### config.mk
export PLATFORM = sky130hd
export DESIGN_NAME = mis_irq_index
export DESIGN_NICKNAME = d
export VERILOG_FILES = /design/src/mis_event_queue.v /design/src/mis_irq_index.v
export VERILOG_INCLUDE_DIRS = /design/src
export SDC_FILE = /design/constraint.sdc
export NUM_CORES = 1
export LEC_CHECK = 0
export BUFFER_PORTS_ARGS = -buffer_cell sky130_fd_sc_hd__buf_4
export CORE_UTILIZATION = 36
export CTS_CLUSTER_SIZE = 20
export DETAILED_ROUTE_END_ITERATION = 10
export GPL_ROUTABILITY_DRIVEN = 0
export GPL_TIMING_DRIVEN = 0
export PLACE_DENSITY = 0.61
export SYNTH_ARGS = -nofsm -noshare
export SYNTH_HDL_FRONTEND = slang
export SYNTH_SLANG_ARGS = --single-unit
export TNS_END_PERCENT = 50
### constraint.sdc
create_clock -name sys_clk -period 6 [get_ports sys_clk]
set_input_delay 1.2 -clock sys_clk [delete_from_list [all_inputs] [get_ports sys_clk]]
set_output_delay 1.2 -clock sys_clk [all_outputs]
set_load 0.01 [all_outputs]
### src/mis_map.vh
// Purpose: register map and field constants for the modem event index/status block
// Assumes: 16-bit register address, 8-bit data
// Notes: offsets are byte addresses in the modem register space
`ifndef MIS_MAP_VH
`define MIS_MAP_VH
`define MIS_ADDR_W 16
`define MIS_OFF_INDEX 16'h2278
`define MIS_OFF_STATUS 16'h227e
`define MIS_OFF_MASK 16'h2277
`define MIS_OFF_IRQ_STAT 16'h2270
`define MIS_OFF_IRQ_MASK 16'h2271
`define MIS_BIT_EXT_RATE 4
`define MIS_BIT_CLR_ALL 3
`define MIS_RST_INDEX 8'hfc
`define MIS_RST_STATUS 8'hff
`define MIS_RST_MASK 4'h0
`define MIS_EVT_MODEM_READY 2'h0
`define MIS_EVT_TX_DONE 2'h1
`define MIS_EVT_RX_BEGIN 2'h2
`define MIS_EVT_RX_DONE 2'h3
`define MIS_RATE_500K 2'h1
`define MIS_RATE_1M 2'h2
`define MIS_QUEUE_DEPTH 8
`endif

### src/mis_event_queue.v
// Purpose: small ordered queue of pending event indices
// Assumes: at most four pushes per cycle, one pop per cycle
// Notes: same-cycle pushes are stored in ascending index order
`timescale 1ns/1ps
`default_nettype none
module mis_event_queue #(
    parameter DEPTH = 8,
    parameter PTR_W = 3
) (
    input wire sys_clk,
    input wire rst,
    input wire [3:0] push_vec,
    input wire pop,
    input wire flush,
    output wire [1:0] head,
    output wire not_empty
);
    localparam [PTR_W:0] CAP = DEPTH[PTR_W:0];
    reg [1:0] mem [0:DEPTH-1];
    reg [PTR_W-1:0] rd_ptr;
    reg [PTR_W:0] count;
    reg [PTR_W:0] base;
    reg [PTR_W:0] n_take;
    integer i;
    integer j;
    wire do_pop = pop && !flush && (count != {(PTR_W+1){1'b0}});
    wire [PTR_W-1:0] wr_base = rd_ptr + base[PTR_W-1:0];

    // slot of push n: start plus the pushes of lower index in the same cycle
    function [PTR_W-1:0] slot_of;
        input [PTR_W-1:0] start;
        input [3:0] v;
        input integer n;
        integer k;
        begin
            slot_of = start;
            for (k = 0; k < n; k = k + 1) begin
                slot_of = slot_of + {{(PTR_W-1){1'b0}}, v[k]};
            end
        end
    endfunction

    assign head = mem[rd_ptr];
    assign not_empty = (count != {(PTR_W+1){1'b0}});

    // a flush in the same cycle as pushes keeps the new events
    always @* begin
        base = flush ? {(PTR_W+1){1'b0}} : count;
        n_take = {(PTR_W+1){1'b0}};
        for (i = 0; i < 4; i = i + 1) begin
            if (push_vec[i] && ((base + n_take) < CAP)) begin
                n_take = n_take + 1'b1;
            end
        end
    end

    always @(posedge sys_clk) begin
        for (j = 0; j < 4; j = j + 1) begin
            if (push_vec[j] && ({1'b0, slot_of({PTR_W{1'b0}}, push_vec, j)} < n_take)) begin
                mem[slot_of(wr_base, push_vec, j)] <= j[1:0];
            end
        end
    end

    always @(posedge sys_clk) begin
        if (rst) begin
            rd_ptr <= {PTR_W{1'b0}};
            count <= {(PTR_W+1){1'b0}};
        end else begin
            if (do_pop) begin
                rd_ptr <= rd_ptr + 1'b1;
            end
            count <= base + n_take - {{PTR_W{1'b0}}, do_pop};
        end
    end
endmodule
`default_nettype wire

### src/mis_irq_index.v
// Purpose: modem event index/status reporting with pending queue and interrupt line
// Assumes: event inputs are single-cycle pulses from logic on sys_clk
// Notes: status bits are active low; a write of one returns a bit to idle
//
// Contract
// - receive-done captures extended-rate flag; rate select 1 is 500k, 2 is 1M
// - events arising together are buffered up to the eight-entry queue depth and served one after another
// - each index read retires the reported event, oldest first
// - writing zero to clear-all bit 3 discards all buffered events
// - index bits 1:0: 0 ready, 1 tx done, 2 rx begin, 3 rx done; reset 00
// - status bits 3:0 one per event in index order, reset 1111
// - a triggered event drives its status bit to zero
// - software writes one to a status bit to return it idle
// - status bit 4 mirrors extended-rate flag of index register; both reset 1
// - event with mask bit zero is neither generated nor queued
`timescale 1ns/1ps
`default_nettype none
`include "mis_map.vh"
module mis_irq_index #(
    parameter QUEUE_DEPTH = `MIS_QUEUE_DEPTH
) (
    input wire sys_clk,
    input wire rst,
    input wire [`MIS_ADDR_W-1:0] reg_addr,
    input wire [7:0] reg_wdata,
    input wire reg_wr,
    input wire reg_rd,
    output reg [7:0] reg_rdata,
    input wire modem_ready_event,
    input wire tx_done_event,
    input wire rx_begin_event,
    input wire rx_done_event,
    input wire rx_ext_rate,
    input wire [1:0] rx_rate_select,
    output reg irq
);
    reg [3:0] event_mask;
    reg [3:0] pending_event_bits;
    reg ext_rate_flag;
    reg [1:0] pending_event_index;
    reg [3:0] irq_stat;
    reg [3:0] irq_mask;
    reg [3:0] next_irq_stat;
    reg [3:0] next_bits;
    reg [7:0] next_rdata;
    wire [1:0] q_head;
    wire q_any;
    // the index shows the live queue head, so back-to-back reads retire exactly what they report
    wire [1:0] shown_index = q_any ? q_head : pending_event_index;
    // only the two extended rate classes clear the flag; any other rate code sets it to one
    wire rate_is_ext = rx_ext_rate && ((rx_rate_select == `MIS_RATE_500K) || (rx_rate_select == `MIS_RATE_1M));

    function hit;
        input [`MIS_ADDR_W-1:0] a;
        input [`MIS_ADDR_W-1:0] off;
        begin
            hit = (a == off);
        end
    endfunction

    wire [3:0] raw_evt = {rx_done_event, rx_begin_event, tx_done_event, modem_ready_event};
    wire [3:0] evt = raw_evt & event_mask;
    wire wr_index = reg_wr && hit(reg_addr, `MIS_OFF_INDEX);
    wire wr_status = reg_wr && hit(reg_addr, `MIS_OFF_STATUS);
    wire rd_index = reg_rd && hit(reg_addr, `MIS_OFF_INDEX);
    wire clr_all = wr_index && !reg_wdata[`MIS_BIT_CLR_ALL];
    // buffered events, ascending order within a cycle, one retired per index read
    mis_event_queue #(
        .DEPTH(QUEUE_DEPTH),
        .PTR_W(3)
    ) u_queue (
        .sys_clk(sys_clk),
        .rst(rst),
        .push_vec(evt),
        .pop(rd_index),
        .flush(clr_all),
        .head(q_head),
        .not_empty(q_any)
    );

    always @* begin
        next_bits = pending_event_bits;
        if (wr_status) begin
            next_bits = next_bits | reg_wdata[3:0];
        end
        if (clr_all) begin
            next_bits = 4'hf;
        end
        next_bits = next_bits & ~evt;
    end

    always @* begin
        next_irq_stat = irq_stat;
        if (reg_wr && hit(reg_addr, `MIS_OFF_IRQ_STAT)) begin
            next_irq_stat = next_irq_stat & ~reg_wdata[3:0];
        end
        next_irq_stat = next_irq_stat | evt;
    end

    always @* begin
        next_rdata = 8'h00;
        if (hit(reg_addr, `MIS_OFF_INDEX)) begin
            next_rdata = {3'b111, ext_rate_flag, 2'b11, shown_index};
        end else if (hit(reg_addr, `MIS_OFF_STATUS)) begin
            next_rdata = {3'b111, ext_rate_flag, pending_event_bits};
        end else if (hit(reg_addr, `MIS_OFF_MASK)) begin
            next_rdata = {4'hf, event_mask};
        end else if (hit(reg_addr, `MIS_OFF_IRQ_STAT)) begin
            next_rdata = {4'h0, irq_stat};
        end else if (hit(reg_addr, `MIS_OFF_IRQ_MASK)) begin
            next_rdata = {4'h0, irq_mask};
        end
    end

    always @(posedge sys_clk) begin
        if (rst) begin
            event_mask <= `MIS_RST_MASK;
            pending_event_bits <= 4'hf;
            ext_rate_flag <= 1'b1;
            pending_event_index <= 2'h0;
            irq_stat <= 4'h0;
            irq_mask <= 4'h0;
            reg_rdata <= 8'h00;
            irq <= 1'b0;
        end else begin
            pending_event_bits <= next_bits;
            irq_stat <= next_irq_stat;
            irq <= |(next_irq_stat & irq_mask);
            if (reg_wr && hit(reg_addr, `MIS_OFF_MASK)) begin
                event_mask <= reg_wdata[3:0];
            end
            if (reg_wr && hit(reg_addr, `MIS_OFF_IRQ_MASK)) begin
                irq_mask <= reg_wdata[3:0];
            end
            // flag takes the rate class of each unmasked received packet, or bit 4 of an index or status write
            if (evt[`MIS_EVT_RX_DONE]) begin
                ext_rate_flag <= ~rate_is_ext;
            end else if ((wr_index || wr_status) && !evt[`MIS_EVT_RX_DONE]) begin
                ext_rate_flag <= reg_wdata[`MIS_BIT_EXT_RATE];
            end
            if (q_any) begin
                pending_event_index <= q_head;
            end
            reg_rdata <= reg_rd ? next_rdata : 8'h00;
        end
    end
endmodule
`default_nettype wire

Word-level counts from Yosys, hierarchy flattened
Memories as Yosys holds them, arrays and structs flattened. A register that Yosys moved wholly into a read port is not among the register bits.
Index checks and enable logic that the tools add are counted.
{"block": "totals", "latchBits": 0, "register_bits": 35, "mem_count": 1, "word_cells": 105, "out_inout_bits": 9, "ramBits": 16, "rom_bits": 0}
{"memory": "u_queue.mem", "depth": 8, "width": 2, "rd": 1, "rd_ports_with_merged_regs": 1, "write_ports": 4, "line_no": "mis_event_queue.v:19", "source": "reg [1:0] mem [0:DEPTH-1];"}
{"block": "op_classes", "n_bitwise": 10, "eq_ne": 7, "n_mux": 26, "n_addsub": 15, "n_div": 0, "n_shift": 0, "magnitude_cmp": 8, "n_reduce_logical": 28, "multipliers": 0}
{"op": "equality test 16 x 14 -> 1 bit (second input constant)", "n": 5}
{"op": "2-to-1 mux 4 bit", "n": 9}
{"op": "2-to-1 mux 8 bit", "n": 3}
{"op": "logical AND 1 bit", "n": 19}
{"op": "bitwise AND 4 bit", "n": 4}
{"op": "less-than comparator 4 bit (second input constant)", "n": 4}
{"op": "adder 3 x 1 -> 3 bit", "n": 4}
{"op": "adder 4 bit", "n": 3}
{"op": "2-to-1 mux 1 bit", "n": 11}
{"op": "adder 4 x 1 -> 4 bit (second input constant)", "n": 2}
{"op": "less-than comparator 3 x 4 -> 1 bit", "n": 2}
{"op": "NOT 4 bit", "n": 2}
{"op": "OR 4 bit", "n": 2}
{"op": "2-to-1 mux 3 bit", "n": 2}
{"op": "adder 4 x 1 -> 4 bit", "n": 1}
{"op": "less-than comparator 1 x 4 -> 1 bit", "n": 1}
{"op": "less-than comparator 1 x 4 -> 1 bit (first input constant)", "n": 1}
{"op": "nonzero test 4 bit", "n": 1}
{"op": "OR reduction 4 bit", "n": 1}
{"op": "subtractor 4 x 1 -> 4 bit", "n": 1}
{"op": "adder 3 x 1 -> 3 bit (second input constant)", "n": 1}
{"op": "adder 3 bit", "n": 1}
{"op": "logical NOT 1 bit", "n": 3}
{"op": "adder 1 x 1 -> 2 bit", "n": 1}
{"op": "other kinds (8)", "n": 10}

Longest topological paths before layout
Gate-level depths: netlist of run 1.
{"block": "depth", "word_depth": 23, "depth_mapped": 27}

Modules after synthesis
A second synthesis of run 1 with hierarchy kept.
{"block": "unflattened", "cells_unflattened": 461, "area_unflattened_um2": 3893.7}
{"mod": "mis_event_queue", "instances": 1, "cells_per_inst": 292, "area_per_inst_um2": 2477.4}
{"mod": "mis_irq_index", "instances": 1, "cells_per_inst": 169, "area_per_inst_um2": 1416.4}

Worst setup path before layout of run 1
OpenSTA, ideal clock, no wires.
{"block": "synth_path", "path_type": "input -> register", "start": "input reg_addr[10]", "end": "register u_queue.count[3]", "setup_ps": 128, "path_stages": 25, "slack_ps": -149, "required_ps": 5872, "arrival_ps": 6021, "cell_sequence": "nor4b_4 nand4_4 or2_1 a21oi_1 ha_1 buf_2 nand2_1 o211a_1 nor2_1 o21ai_2 mux2i_1 ha_1 and3_1 o21a_1 o41ai_2 a21o_2 nor2_1 a21oi_1 xnor2_1 ha_1 a21o_1 a21oi_1 xor2_1 xnor2_1 nor2_1"}
{"block": "synth_between", "elab_chain_len": 21, "word_cells_on_any_way": 28}
{"element": "start, declared", "line_no": "mis_irq_index.v:24", "source": "input wire [`MIS_ADDR_W-1:0] reg_addr,"}
{"element": "equality test 16 x 14 -> 1 bit *", "line_no": "mis_irq_index.v:57", "source": "hit = (a == off);"}
{"element": "logical AND 1 bit", "line_no": "mis_irq_index.v:63", "source": "wire wr_index = reg_wr && hit(reg_addr, `MIS_OFF_INDEX);"}
{"element": "logical AND 1 bit", "line_no": "mis_irq_index.v:66", "source": "wire clr_all = wr_index && !reg_wdata[`MIS_BIT_CLR_ALL];"}
{"element": "2-to-1 mux 4 bit", "line_no": "mis_event_queue.v:48", "source": "base = flush ? {(PTR_W+1){1'b0}} : count;"}
{"element": "less-than comparator 4 bit", "line_no": "mis_event_queue.v:51", "source": "if (push_vec[i] && ((base + n_take) < CAP)) begin"}
{"element": "logical AND 1 bit", "line_no": "mis_event_queue.v:51"}
{"element": "2-to-1 mux 1 bit", "line_no": "mis_event_queue.v:51"}
{"element": "adder 4 x 1 -> 4 bit", "line_no": "mis_event_queue.v:51"}
{"element": "[... 5 more ...]"}
{"element": "logical AND 1 bit", "line_no": "mis_event_queue.v:51"}
{"element": "2-to-1 mux 4 bit", "line_no": "mis_event_queue.v:51"}
{"element": "adder 4 bit", "line_no": "mis_event_queue.v:51"}
{"element": "less-than comparator 4 bit", "line_no": "mis_event_queue.v:51"}
{"element": "logical AND 1 bit", "line_no": "mis_event_queue.v:51"}
{"element": "2-to-1 mux 4 bit", "line_no": "mis_event_queue.v:51"}
{"element": "adder 4 bit", "line_no": "mis_event_queue.v:73", "source": "count <= base + n_take - {{PTR_W{1'b0}}, do_pop};"}
{"element": "subtractor 4 x 1 -> 4 bit *", "line_no": "mis_event_queue.v:73"}
{"element": "end signal, assigned", "line_no": "mis_event_queue.v:68", "source": "count <= {(PTR_W+1){1'b0}};"}
{"element": "end signal, assigned", "line_no": "mis_event_queue.v:73"}
{"element": "end, declared", "line_no": "mis_event_queue.v:21", "source": "reg [PTR_W:0] count;"}
Mark *: on every way between the ends. The rest lies on a longest branch, timed or not.
A chain may end at the register's enable or synchronous reset.

Worst setup path after layout of run 1
Ends and elaborated chain as after synthesis.

==> reports/qor.txt, run 1 <==
status: completed
Synth async-reset ratio: 0
core area: 9729 um^2
area added between synthesis and finish: 24.96%
sequential share of the synthesized area: 0.2905
Warnings, synthesis: 0
largest area contributor in the netlist: dfxtp_1
first-pass GRT wire length: 16390 um
max-cap violations: 0
multi-input gate area in the final layout: 2574 um^2
Hold Vio Cnt, Final: 0
cts bufs inserted: 5
Diodes inserted: 0
syn avg cell area: 8.656 um^2
Top-Level Pins: 44
Total Wirelength: 10130 um
synthesized flop and latch total: 52
via count: 3376
Total Routing Usage GR: 0.2043
Filler Cell Count: 980
share of cells above drive strength 1: 0.2531
die height: 101.8 um
Die ar.: 10360 um^2
total power: 589.1 uW
global route overflow: 0
Layout Cells excl Fill: 615
Vias per Instance: 5.489
CP arrival: 6020 ps
CTS tree: built
final setup vio count: 0
Clk Latency, worst-skew pair: 310 ps
Max VDD drop: 0.0001108 V
clock sinks: 52
Leak: 1.848 nW
WP data required: 6190 ps
Yosys cell types: 69
worst slew pin tran: 954.6 ps
top-area cell type share of the netlist area: 0.2905
FF/Latch Area: 1041 um^2
crit start category: primary input
antenna-violating nets left: 0
Die W: 101.8 um
Worst-path clk slew: 110 ps
crit-path max FO: 5
antenna violations before repair: 0
Post-DP Area: 4103 um^2
largest net degree at the start of global routing: 18
synth cell count leaders: 52 x dfxtp_1, 43 x nand2_1, 40 x nor2_1
1st-iter DRT viols: 192
PD cells: 131.6 nW/um^2
WL/cell: 16.47 um
Crit Path Class: primary input to register
Cells after DPL: 587
clk_skew: 11.49 ps
Crit. End Element: register
H-tree levels: 2
cell area after layout: 4478 um^2
Root Buffer: clkbuf_8
Tmin final: 5825 ps
most numerous cell in the Yosys netlist: dfxtp_1
fin nets: 542
Initial Util: 0.3683
DR DRC count: 0
main area contributors after synthesis: dfxtp_1 29%, ha_1 8.0%, nand2_1 4.5%, nand3_1 4.3%, nor2_1 4.2%
Hold Crit Class: register to register
Mapped Cells: 414
Slew HR: 0.3546
vias in the first global route: 3288
Mapped Nets: 475
number of port buffers: 40
Rows: 36
Post-synth EDFFs: 0
ys flop type: dfxtp_1
first-pass iteration count of the detailed router: 4
Peak Freq: 171.7 MHz
Slew Viols, Final: 0
CTS Buffer Depth: 2
hpwl dp: 7619 um
period utilization: 0.9708
Synth Cell Area: 3583 um^2
## per-layer routing
layer | track usage | part of all wire | vias to the layer above
met2 | 0.3217 | 0.45 | 102
met3 | 0.02899 | 0.050 | 21
met1 | 0.2826 | 0.47 | 1598
met4 | 0.07692 | 0.025 | 0
met5 | 0 | 0 | -
li1 | - | - | 1655
## kinds of logic after synthesis
group / synth area share
AO/OA/AOI/OAI: 0.2022
buffers and inverters: 0.04120
XOR/XNOR: 0.05587
AND/OR/NAND/NOR: 0.2542
adder cells (fa/ha/maj): 0.09707
multiplexers: 0.05901
flip-flops: 0.2905
## what timing repair did
item | 4_1_cts | 5_1_grt
setup buffers | 8 | 14
hold buffers | 0 | 0
gates resized for setup | 6 | 17
pin swaps | 6 | 18
setup endpoints to repair | 19 | 18
## power by group
group          leakage [nW]  total, mW  switching (mW)  internal, mW
combinational          1.38     0.0341          0.0163        0.0177
sequential            0.419      0.345      0.00000100         0.345
clock                0.0485      0.210           0.126        0.0840
## flip-flops by register name, summed over array words and instances (netlist names), named ones only
name and flops:
pending_event_bits 4, u_queue.mem 16, pending_event_index 2, ext_rate_flag 1, u_queue.count 4, reg_rdata 6, irq_mask 4, irq_stat 4
irq 1, event_mask 4, u_queue.rd_ptr 3
## placed cells by master, fill, tap and decap left out, drive strengths merged, types with 5 or more instances in the layout
master	count
buf	68
dfxtp	52
nand2	43
nor2	41
nand3	31
ha	23
inv	22
a21oi	19
o211ai	11
mux2i	11
o21ai	11
o2bb2ai	10
nand4	10
xnor2	10
clkbuf	10
nor3	9
nand2b	7
xor2	7
a21bo	6
a211oi	5
and2	5
o21bai	5
nor4b	5
## worst max-delay path, cell delays in order
cell and delay [ps]:
buf_4 120, nor4b_4 330, nand4_4 180, or2_4 290
a21oi_4 230, ha_4 190, nand4b_1 130, o211ai_1 330
nor2_4 100, o21ai_4 210, mux2i_4 300, ha_4 230
nand2_1 60, o21ai_1 70, nor3b_4 160, o41ai_4 320
a21o_2 220, nor2_2 70, a21oi_4 160, xnor2_2 150
ha_1 260, a21o_1 170, a21oi_2 160, xor2_2 190
xnor2_1 140, nor2_1 60
## cell type report
cell class	instances	share of cell area
plain buffers	11	0.01257
clock buffers	5	0.01537
clock inverters	3	0.005029
inverters	22	0.01872
multi-input cells	327	0.5747
flip-flops and latches	52	0.2325
well taps	133	0.03716
repair buffers	62	0.1039
## stage by stage
stage | utilization | setup TNS (ps) | setup slack, ps | hold slack (ps)
floorplan | - | 0 | 4.556 | 440.2
global placement | 0.4217 | -10540 | -765.2 | 457.4
detailed placement | 0.4217 | -12200 | -854.9 | 465.3
CTS | 0.4406 | 0 | 10.78 | 480.7
global route | 0.4603 | -527.3 | -122.6 | 507.4
finish | 0.4603 | 0 | 175.0 | 482.5
## final timing paths
kind | slack (ps) | to | cells after the start | startpoint
worst max-delay path | 180 | u_queue.count[3] | 26 | reg_addr[10]
worst min-delay path | 480 | irq_mask[0] | 2 | irq_mask[0]
worst min register to register | 480 | irq_mask[0] | 2 | irq_mask[0]
worst max register to register | 900 | u_queue.count[3] | 25 | event_mask[0]
Note: power is estimated with default switching activity, not from simulation.
==> inputs of run 2 (changes only) <==
--- a/config.mk
+++ b/config.mk
@@ -12,7 +12,7 @@
 export DETAILED_ROUTE_END_ITERATION = 10
 export GPL_ROUTABILITY_DRIVEN = 0
 export GPL_TIMING_DRIVEN = 0
-export PLACE_DENSITY = 0.61
+export PLACE_DENSITY = 0.59
 export SYNTH_ARGS = -nofsm -noshare
 export SYNTH_HDL_FRONTEND = slang
 export SYNTH_SLANG_ARGS = --single-unit
==> reports/qor.txt, run 2 (same netlist as run 1, synthesis figures left out) <==
Slew HR: 0.3900 (+0.03535)
H-tree levels: 2 (unchanged)
clock sinks: 52 (unchanged)
largest net degree at the start of global routing: 18 (unchanged)
DR DRC count: 0 (unchanged)
Die W: 101.8 um (unchanged)
Root Buffer: clkbuf_8
area added between synthesis and finish: 27.16%
CP max stage delay: 410 ps (+80 ps)
CP max-delay cell: o41ai_4
vias in the first global route: 3314 (+0.79%)
worst hold path stage count: 2 (unchanged)
first-pass GRT wire length: 16470 um (+0.51%)
CP arrival: 6100 ps (+80 ps)
Tmin final: 5914 ps (+88.69 ps)
first-pass iteration count of the detailed router: 4 (unchanged)
antenna violations before repair: 0 (unchanged)
PD cells: 139.5 nW/um^2 (+6.0%)
cts bufs inserted: 5 (unchanged)
Peak Freq: 169.1 MHz (-1.5%)
Slew Viols, Final: 0 (unchanged)
Hold Vio Cnt, Final: 0 (unchanged)
Clk Latency, worst-skew pair: 310 ps (about the same)
Initial Util: 0.3683 (unchanged)
core area: 9729 um^2 (unchanged)
WP data required: 6190 ps (about the same)
RSZ-0062 raised after global routing: yes
crit start category: primary input
Vias per Instance: 5.473 (-0.30%)
cell area after layout: 4557 um^2 (+1.8%)
via count: 3366 (-0.30%)
Regs by FF count: u_queue.mem x16, reg_rdata x6
CTS tree: built
worst hold path endpoint: irq_mask[3]
Critical Path Source: reg_addr[15]
Top-Level Pins: 44 (unchanged)
Post-DP Area: 4103 um^2 (unchanged)
Max VDD drop: 0.00009851 V (-11%)
number of port buffers: 40 (unchanged)
Die ar.: 10360 um^2 (unchanged)
Leak: 1.897 nW (+2.7%)
Rows: 36 (unchanged)
WL/cell: 16.87 um (+2.4%)
Hold Crit Class: register to register
final setup vio count: 0 (unchanged)
commonest non-fill, non-tap cell in the layout: buf_4
die height: 101.8 um (unchanged)
crit-path max FO: 5 (unchanged)
Crit Reg-Reg Startpoint: event_mask[0]
commonest non-fill, non-tap cells in the layout: 62 x buf_4, 52 x dfxtp_1, 43 x nand2_1, 38 x nor2_1, 27 x nand3_1
hpwl dp: 7837 um (+2.9%)
antenna-violating nets left: 0 (unchanged)
Total Wirelength: 10370 um (+2.4%)
CTS Buffer Depth: 2 (unchanged)
period utilization: 0.9856 (+0.01478)
R2R cell count: 25 (unchanged)
Diodes inserted: 0 (unchanged)
Crit Path Class: primary input to register
hold wc startpoint: irq_mask[3]
max-cap violations: 0 (unchanged)
Total Routing Usage GR: 0.2067 (+0.002359)
worst slew pin tran: 902.3 ps (-52.29 ps)
1st-iter DRT viols: 218 (+14%)
Crit. End Element: register
Worst-path clk slew: 100 ps (about the same)
flop-to-flop setup slack: 840 ps (-60 ps)
fin util: 0.4684 (+0.008102)
clk_skew: 6.511 ps (-4.980 ps)
fin nets: 542 (unchanged)
global route overflow: 0 (unchanged)
Cells after DPL: 587 (unchanged)
status: completed
share of cells above drive strength 1: 0.2718 (+0.01867)
reg2reg end: u_queue.count[3]
number of flip-flops under the largest register name: 16 (unchanged)
Layout Cells excl Fill: 615 (unchanged)
Top reg by flops: u_queue.mem
total power: 635.5 uW (+7.9%)
==> run 2: changes by cell type in the layout (fill, tap and decap cells not counted), sizes merged <==
| cell | change |
|---|---|
| bufinv | +1 |
| clkinv | -1 |
==> run 2: through the flow <==
step / hold slack (ps) / TNS, ps / setup slack [ps]
floorplan: 440.2 / 0 / 4.556
CTS: 484.7 / 0 / 21.50
finish: 486.6 / 0 / 86.33
global route: 510.3 / -160.0 / -114.0
detailed placement: 469.5 / -13700 / -922.9
global placement: 461.5 / -11390 / -785.2
==> run 2: cell type report <==
class,instances,area [um^2]
Fill cell,960,5172
Multi-Input combinational cell,327,2618
Sequential cell,52,1041
Timing Repair Buffer,61,465.4
Tap cell,133,166.4
Inverter,22,83.83
Clock buffer,5,68.82
Buffer,12,67.56
Clock inverter,3,46.29
==> run 2: report_power, final <==
group / internal (mW) / total [mW] / switching [mW] / leakage, nW
logic: 0.0181 / 0.0345 / 0.0164 / 1.42
registers: 0.345 / 0.345 / 0.00000106 / 0.419
clock network: 0.127 / 0.256 / 0.129 / 0.0600
total: 0.490 / 0.635 / 0.146 / 1.90
==> run 2: how the worst max path moves through the flow <==
stage                                   to  slack (ps)  cells past startpoint
after global routing      u_queue.count[3]        -110                     26
final                     u_queue.count[3]          90                     26
after floorplan           u_queue.count[3]           5                     26
after global placement    u_queue.count[3]        -790                     27
after detailed placement  u_queue.count[3]        -920                     27
after CTS                 u_queue.count[3]          20                     26
==> run 2: repair_timing <==
item                       in CTS  in global routing
hold buffers                    0                  0
setup buffers                  11                 10
pin swaps                       9                 21
resized for setup               9                 25
setup endpoints to repair      19                 19
==> run 2: critical path: cells and delay by family <==
kind | cells | cell delay (ps)
AOI/OAI and AO/OA | 9 | 1970
and+or+nand+nor | 8 | 1360
adders and majority gates | 3 | 640
xor gates and xnor gates | 3 | 450
muxes | 1 | 290
buffers and inverters | 2 | 200
==> run 2: metal layers <==
metal / vias up / GRT usage / wire length [um]
met5: - / 0 / 0
met4: 0 / 0.05797 / 136
met3: 11 / 0.02761 / 450
met2: 107 / 0.3597 / 5074
met1: 1605 / 0.2663 / 4714
li1: 1643 / - / -
